### config.mk
export PLATFORM = sky130hd
export DESIGN_NAME = system_event_router
export DESIGN_NICKNAME = d
export VERILOG_FILES = /design/src/design/event_router_pkg.sv /design/src/design/system_event_router.sv
export SDC_FILE = /design/constraint.sdc
export NUM_CORES = 1
export LEC_CHECK = 0
export CAP_MARGIN = 20
export CORE_AREA = 2 2 256 258
export CTS_BUF_LIST = sky130_fd_sc_hd__clkbuf_8
export DETAILED_ROUTE_END_ITERATION = 8
export DIE_AREA = 0 0 258 260
export DONT_BUFFER_PORTS = 1
export SLEW_MARGIN = 20
export SYNTH_ARGS = -nofsm -noshare
export SYNTH_HDL_FRONTEND = slang
export SYNTH_SLANG_ARGS = --single-unit
export TNS_END_PERCENT = 10
### constraint.sdc
create_clock -name clk -period 1.9 [get_ports clk]
set_clock_uncertainty 0.2 [all_clocks]
set_input_delay 0 -clock clk [delete_from_list [all_inputs] [get_ports clk]]
set_output_delay 0 -clock clk [all_outputs]
set_load 0.03 [all_outputs]
### src/design/event_router_pkg.sv
`default_nettype none
package event_router_pkg;

    // Event space and combiner geometry
    localparam int NUM_EVENTS               = 128;
    localparam int NUM_COMBINERS            = 4;
    localparam int COMB_WIDTH               = 32;
    localparam int EVENT_IDX_W              = 7;
    localparam int MASKABLE_CPU_INPUT_FIRST = 4;
    localparam int MASKABLE_CPU_INPUT_LAST  = 15;
    localparam int NUM_MASKABLE             =
        MASKABLE_CPU_INPUT_LAST - MASKABLE_CPU_INPUT_FIRST + 1;

    // Fixed event numbers
    localparam int EVT_EMULATION    = 9;
    localparam int EVT_DX_RECEIVE   = 11;
    localparam int EVT_DX_TRANSMIT  = 12;
    localparam int EVT_IDMA_CH0     = 13;
    localparam int EVT_IDMA_CH1     = 14;
    localparam int EVT_ETH_GENERAL  = 17;
    localparam int EVT_DMA_DONE     = 24;
    localparam int EVT_ETH_RECEIVE  = 25;
    localparam int EVT_ETH_TRANSMIT = 26;
    localparam int EVT_ETH_RX_THR   = 27;
    localparam int EVT_CORE_HIGH    = 96;

    // Which numbers are wired, and from which side
    localparam logic [127:0] CORE_EVENT_MASK =
        128'hfff20033_00000000_00000000_00007a0f;
    localparam logic [127:0] PERIPH_EVENT_MASK =
        128'h00000000_c0feffff_fff80f17_7ff78000;
    localparam logic [127:0] RESERVED_EVENT_MASK =
        128'h00000000_00000000_0007f000_00000000;
    localparam logic [127:0] CONNECTED_MASK =
        CORE_EVENT_MASK | PERIPH_EVENT_MASK;

    // Chip-level sources; misc carries the other numbers in PERIPH_EVENT_MASK
    typedef struct packed {
        logic         ethernet_general_event;
        logic         ethernet_receive_event;
        logic         ethernet_transmit_event;
        logic         ethernet_rx_threshold_event;
        logic         dma_global_completion_event;
        logic [127:0] misc;
    } periph_event_type;

    // Sources inside the processor subsystem; misc is events 96..127
    typedef struct packed {
        logic        emulation_event;
        logic        data_exchange_receive_event;
        logic        data_exchange_transmit_event;
        logic        internal_dma_channel0_event;
        logic        internal_dma_channel1_event;
        logic [31:0] misc;
    } core_event_type;

endpackage
`default_nettype wire

### src/design/system_event_router.sv
`default_nettype none
module system_event_router #(
    parameter int NUM_MASKABLE = event_router_pkg::NUM_MASKABLE
) (
    // Clock and reset
    input  wire logic                              clk,
    input  wire logic                              resetn,
    // Event sources
    input  wire event_router_pkg::periph_event_type periph,
    input  wire event_router_pkg::core_event_type   core,
    // Routing configuration
    input  wire logic [NUM_MASKABLE-1:0][6:0]      cpu_input_select,
    input  wire logic [3:0][31:0]                  combiner_mask,
    input  wire logic [127:0]                      exception_enable,
    input  wire logic [127:0]                      emulation_enable,
    // Processor side
    output logic [NUM_MASKABLE-1:0]                maskable_cpu_input,
    output logic                                   cpu_exception_input,
    output logic                                   emulation_event_out,
    output logic [3:0]                             combined_event
);
    import event_router_pkg::*;

    // Refuse more maskable inputs than the core offers
    if (NUM_MASKABLE < 1 || NUM_MASKABLE > 12) begin
        $error("NUM_MASKABLE must be 1 to 12");
    end

    // Any unmasked event within one combiner group
    function automatic logic comb_any(
        input logic [31:0] ev,
        input logic [31:0] msk
    );
        return |(ev & ~msk);
    endfunction

    logic [127:0]            raw_nxt;
    logic [127:0]            level_r;
    logic [127:0]            level_nxt;
    logic [127:0]            pulse_r;
    logic [127:0]            pulse_nxt;
    logic [NUM_MASKABLE-1:0] cpu_r;
    logic [NUM_MASKABLE-1:0] cpu_nxt;
    logic                    exc_r;
    logic                    exc_nxt;
    logic                    emu_r;
    logic                    emu_nxt;

    // Assemble the numbered event vector from both source groups
    always_comb begin
        raw_nxt = periph.misc & PERIPH_EVENT_MASK;
        raw_nxt[EVT_ETH_GENERAL] =
            periph.ethernet_general_event;
        raw_nxt[EVT_ETH_RECEIVE] =
            periph.ethernet_receive_event;
        raw_nxt[EVT_ETH_TRANSMIT] =
            periph.ethernet_transmit_event;
        raw_nxt[EVT_ETH_RX_THR] =
            periph.ethernet_rx_threshold_event;
        raw_nxt[EVT_DMA_DONE] =
            periph.dma_global_completion_event;
        raw_nxt[127:96] = core.misc & CORE_EVENT_MASK[127:96];
        raw_nxt[EVT_EMULATION] = core.emulation_event;
        raw_nxt[EVT_DX_RECEIVE] =
            core.data_exchange_receive_event;
        raw_nxt[EVT_DX_TRANSMIT] =
            core.data_exchange_transmit_event;
        raw_nxt[EVT_IDMA_CH0] =
            core.internal_dma_channel0_event;
        raw_nxt[EVT_IDMA_CH1] =
            core.internal_dma_channel1_event;
        // Unwired and reserved numbers are tied low
        raw_nxt = raw_nxt & CONNECTED_MASK;
        raw_nxt = raw_nxt & ~RESERVED_EVENT_MASK;
        raw_nxt[3:0] = 4'h0;
    end

    // Combiners drive events 0..3; rising edges become pulses
    always_comb begin
        level_nxt = raw_nxt;
        for (int c = 0; c < NUM_COMBINERS; c++) begin
            level_nxt[c] = comb_any(
                raw_nxt[c*COMB_WIDTH +: COMB_WIDTH],
                combiner_mask[c]);
        end
        pulse_nxt = level_nxt & ~level_r;
    end

    // Event level and pulse registers
    always_ff @(posedge clk or negedge resetn) begin
        if (!resetn) begin
            level_r <= '0;
            pulse_r <= '0;
        end else begin
            level_r <= level_nxt;
            pulse_r <= pulse_nxt;
        end
    end

    // Select one event per maskable input; OR-in exception and emulation
    always_comb begin
        for (int i = 0; i < NUM_MASKABLE; i++) begin
            cpu_nxt[i] = pulse_r[cpu_input_select[i]];
        end
        exc_nxt = |(pulse_r & exception_enable);
        emu_nxt = |(pulse_r & emulation_enable);
    end

    // Output registers
    always_ff @(posedge clk or negedge resetn) begin
        if (!resetn) begin
            cpu_r <= '0;
            exc_r <= 1'b0;
            emu_r <= 1'b0;
        end else begin
            cpu_r <= cpu_nxt;
            exc_r <= exc_nxt;
            emu_r <= emu_nxt;
        end
    end

    // Outputs straight from flops
    assign maskable_cpu_input  = cpu_r;
    assign cpu_exception_input = exc_r;
    assign emulation_event_out = emu_r;
    assign combined_event      = level_r[3:0];

    // Each maskable input follows its selected pulse, one edge late
    for (genvar g = 0; g < NUM_MASKABLE; g++) begin : g_route

    end
endmodule
`default_nettype wire

# Word level (Yosys, flattened, before mapping)
# Cells that the tools add are included.
[totals]
register_bits = 229
inputBits = 640
out_inout_bits = 18
[op_classes]
order_cmp = 12
n_mux = 24
bitwise_logic = 12
reduce_logical = 6
[ops]
columns = ["cell", "count"]
rows = [
  ["AND 128 bit", 3],
  ["OR reduction 128 bit", 2],
  ["inverter 128 bit", 1],
  ["inverter 32 bit", 4],
  ["OR reduction 32 bit", 4],
  ["AND 32 bit", 3],
  ["< comparator 7 x 8 -> 1 bit, second input constant", 12],
  ["binary-select mux 1 bit (select 7 bit)", 12],
  ["AND 31 x 32 -> 32 bit", 1],
  ["two-way mux 1 bit", 12],
]

# Depth between registers and ports, before layout
[logic_depth]
depth_word = 4
depth_mapped = 10
mapped_depth_nobuf = 6

# Least setup slack after synthesis
# Ideal clock, no wire load.
[synth_timing]
path_kind = "register -> register"
startpoint = "register pulse_r[17]"
endpoint = "register cpu_r[5], in the netlist maskable_cpu_input[5]"
setup_time_ps = 126
arrival_ps = 1763
t_required_ps = 1574
slack_ps = -189
stages_incl_launch_ff = 6
path_buffers = 0
synth_period_minus_slack_ps = 2089
cell_sequence = "dfrtp_1 -> mux4_1 -> mux4_2 -> nor2_1 -> nor4_1 -> o32a_1"
[synth_via]
elab_chain_len = 2
[synth_rtl]
columns = ["element", "line", "text"]
rows = [
  ["start, declared", "system_event_router.sv:40", "logic [127:0] pulse_r;"],
  ["start signal, assigned", "system_event_router.sv:96", "pulse_r <= pulse_nxt;"],
  ["binary-select mux 1 bit (select 7 bit)", "system_event_router.sv:103", "cpu_nxt[i] = pulse_r[cpu_input_select[i]];"],
  ["two-way mux 1 bit (implied by the code)", "system_event_router.sv:103", ""],
  ["net cpu_nxt[5]", "system_event_router.sv:43", "logic [NUM_MASKABLE-1:0] cpu_nxt;"],
  ["end signal, assigned", "system_event_router.sv:116", "cpu_r <= cpu_nxt;"],
  ["end, declared", "system_event_router.sv:42", "logic [NUM_MASKABLE-1:0] cpu_r;"],
]
# The timed path passes the listed nets, and every way through them passes these cells. The select of a mux whose other input is x is not followed.

# Final worst setup path
[layout_timing]
startpoint = "input port cpu_input_select[79] (netlist name)"
endpoint = "register cpu_r[11], in the netlist maskable_cpu_input[11]"
[layout_via]
elab_chain_len = 2
[layout_rtl]
columns = ["element", "line", "text"]
rows = [
  ["start, declared", "system_event_router.sv:12", "input wire logic [NUM_MASKABLE-1:0][6:0] cpu_input_select,"],
  ["binary-select mux 1 bit (select 7 bit)", "system_event_router.sv:103", ""],
  ["two-way mux 1 bit (implied by the code)", "system_event_router.sv:103", ""],
  ["net cpu_nxt[11]", "system_event_router.sv:43", ""],
]
# The timed path passes the listed nets, and every way through them passes these cells. The select of a mux whose other input is x is not followed.

==> results.py <==
metrics = {
    "critical_path": {
        "crit_start": "cpu_input_select[79]",
        "crit_buf_inv": 3,
        "slowest_stage": "dlygate4sd3_1",
        "cp_max_fo": 18,
        "cp.depth": 7,
        "reg2reg_slack_ns": -0.41,
        "cp_data_arrival_time_ns": 2.65,
        "max_stage_delay_ns": 1.15,
        "crit_chain": "dlygate4sd3_1 > inv_1 > buf_4 > o32ai_1 > a221o_1 > a311oi_1 > a41oi_1",
        "crit_type": "in2reg",
        "crit_path_end": "maskable_cpu_input[11]$_DFF_PN0_",
        "rr_worst_depth": 7,
        "rr_endpoint": "maskable_cpu_input[11]$_DFF_PN0_",
        "critPathLaunchType": "input pin",
        "cp.required_ns": 2.19,
        "reg2reg_from": "pulse_r[1]$_DFF_PN0_",
        "path_delay_family": "buffers and inverters",
        "endpoint_kind": "register",
    },
    "job": {
        "maxCapViolCount": 0,
    },
    "timing": {
        "finalSetupViolations": 18,
        "finalSetupTns_ns": -4.68,
        "setup_ws_ns": -0.459,
        "hold_viol_final": 193,
        "timing.fmax_ghz": 0.424,
        "rsz0062_at_grt": "true",
        "whs_ns": -1.10,
        "period_needed_ns": 2.36,
        "drv_slew": 0,
        "finalCritPeriodShare_pct": 124,
        "slew_headroom_pct": 21.7,
        "tightest_slew_ns": 1.18,
    },
    "final_layout": {
        "final_common_cell": "dlygate4sd3_1",
        "fin_util_pct": 39.4,
        "area_growth_pct": 49.0,
        "stdcell_count": 3170,
        "layout_common_cells": "dlygate4sd3_1, buf_4, dfrtp_1",
        "drive_gt1_share_pct": 24.6,
        "finalNetCount": 2928,
    },
    "yosys": {
        "syn_inst": 1715,
        "synthArstFlopShare_pct": 100,
        "ys_warn_count": 0,
        "avgSynthCellArea_um2": 9.89,
        "synth-edff-count": 0,
        "ys_seq_elements": 188,
        "ys_types": 68,
        "ys.flop_type": "dfrtp_1",
        "ys_seq_area_share_pct": 27.7,
        "synth_fp_nets": 2355,
        "syn-cell-area_um2": 17000,
    },
    "die": {
        "die_area_um2": 67100,
        "std_cell_rows": 93,
        "ioPinCount": 658,
        "initial_core_util_pct": 26.4,
        "core_um2": 64100,
        "fp.dieH_um": 260,
        "die_w_um": 258,
    },
    "clocking": {
        "cts-root-buf": "clkbuf_8",
        "clockBufferDepth": 2,
        "tritoncts": "yes",
        "insertion_delay_ns": 0.58,
        "clkSinkCount": 188,
        "cts_buffers": 17,
        "clkSlewWorstSetupHoldPaths_ns": 0.12,
        "cts_setup_buffers": 0,
        "htreeDepth": 4,
    },
    "global_routing": {
        "grt_pass1_wl_um": 148000,
        "grt-ovfl-total": 0,
        "grt_max_degree": 189,
        "grt_pass1_vias": 19100,
        "grt_usage_pct": 31.1,
        "antenna_found_initial": 21,
    },
    "placement": {
        "place_ws_ns": -0.481,
        "routabilityCongestion": 1.00,
        "place_hpwl_um": 77900,
        "dp.cells": 2602,
        "numPortBuffers": 0,
    },
    "routing": {
        "wl_um": 110000,
        "dr.pass1.iters": 8,
        "via_count": 19900,
        "post-route-drc-count": 1,
        "wl_per_cell_um": 34.8,
        "via_per_inst": 6.28,
        "postRouteAntennaNets": 0,
        "drt_iter0_drc": 3018,
    },
    "hold_path": {
        "hold_path_class": "in2async",
    },
    "run_status": {
        "violations": "design-rule violations, negative hold slack, negative setup slack",
        "status": "complete, but fails checks",
    },
    "power": {
        "powerDensity_nw_per_um2": 473,
        "cellLeakagePower_nw": 10.1,
        "ir_drop_mv": 0.495,
    },
}
logic make-up (layout without fill, tap and decap cells):
logic type | count (synthesis) | after routing | share of synthesized area (%)
multiplexers | 317 | 317 | 31.4
AO/OA/AOI/OAI | 424 | 424 | 18.1
AND/OR/NAND/NOR | 461 | 461 | 14.4
other | 0 | 14 | 0
flip-flops | 188 | 188 | 27.7
buffers and inverters | 325 | 911 | 8.33
cells in the mapped netlist (9+ instances only):
master     instances  area share (%)
dfrtp_1          188              28
mux4_2           159              21
clkbuf_1         137             3.0
nor2_1           107             2.4
inv_1            102             2.3
mux2i_1           98             5.8
nor2b_1           70             2.6
nand2_1           61             1.4
a22oi_1           60             2.7
mux2_2            54             3.6
nand3_1           52             1.5
a21oi_1           51             1.5
o21ai_0           48             1.4
buf_2             42             1.2
nand4_1           37             1.4
a31oi_1           36             1.3
o22ai_1           34             1.3
a221oi_1          31             1.6
nor3_1            31            0.91
nand2b_1          24            0.89
nand3b_1          24             1.1
o211ai_1          22            0.97
buf_4             19            0.84
a22o_1            18            0.93
a211oi_1          16            0.71
nor4_1            15            0.55
buf_1             14            0.31
a221o_1           13            0.77
a311oi_1          11            0.57
o2111ai_1         10            0.52
a32oi_1            9            0.46
buf_6              9            0.60
nor3b_1            9            0.40
o311ai_0           9            0.46
registers in the layout (all words and copies together), names as in the netlist:
register,flops
cpu_exception_input,1
pulse_r,87
emulation_event_out,1
level_r,87
maskable_cpu_input,12
worst min path at each step:
stage | startpoint | endpoint
finish | resetn | cpu_exception_input$_DFF_PN0_
CTS | resetn | maskable_cpu_input[4]$_DFF_PN0_
global route | resetn | emulation_event_out$_DFF_PN0_
floorplan | resetn | cpu_exception_input$_DFF_PN0_
global placement | resetn | emulation_event_out$_DFF_PN0_
detailed placement | resetn | emulation_event_out$_DFF_PN0_
power by group:
| group | switching (mW) | internal [mW] | leakage [nW] | total (mW) |
|---|---|---|---|---|
| Clock | 1.80 | 1.04 | 0.194 | 2.85 |
| Combinational | 2.24 | 2.32 | 7.68 | 4.56 |
| Sequential | 0.325 | 4.21 | 2.26 | 4.54 |
| Total | 4.37 | 7.57 | 10.1 | 11.9 |
stage by stage:
step	instance area, µm²	power, mW
after global routing	25300	12.3
final	25300	11.9
after CTS	24100	11.5
after detailed placement	19300	7.57
after global placement	19300	7.57
after floorplan	17000	6.58
per-layer routing:
| layer | vias up | global-route usage [%] | wire length (µm) |
|---|---|---|---|
| li1 | 7845 | - | - |
| met1 | 9668 | 37.8 | 39900 |
| met2 | 1879 | 46.1 | 46700 |
| met3 | 499 | 12.4 | 15500 |
| met4 | 16 | 19.0 | 8200 |
| met5 | - | 0 | 92 |
area by class of cell:
class | instances | area [µm²]
Fill cell | 6168 | 38800
Multi-Input combinational cell | 1202 | 11000
Timing Repair Buffer | 776 | 7640
Sequential cell | 188 | 4730
Tap cell | 855 | 1070
Inverter | 103 | 387
Clock buffer | 20 | 275
Clock inverter | 12 | 101
Antenna cell | 14 | 35.0
what timing repair did:
action                                  4_1_cts  5_1_grt
endpoints found under the hold margin       375      200
endpoints found under the setup margin       14       21
cloned                                        0        0
pin swaps                                    13        8
hold buffers                                425       97
gates resized for setup                      44       50
Note: power is estimated with default switching activity, not from simulation.
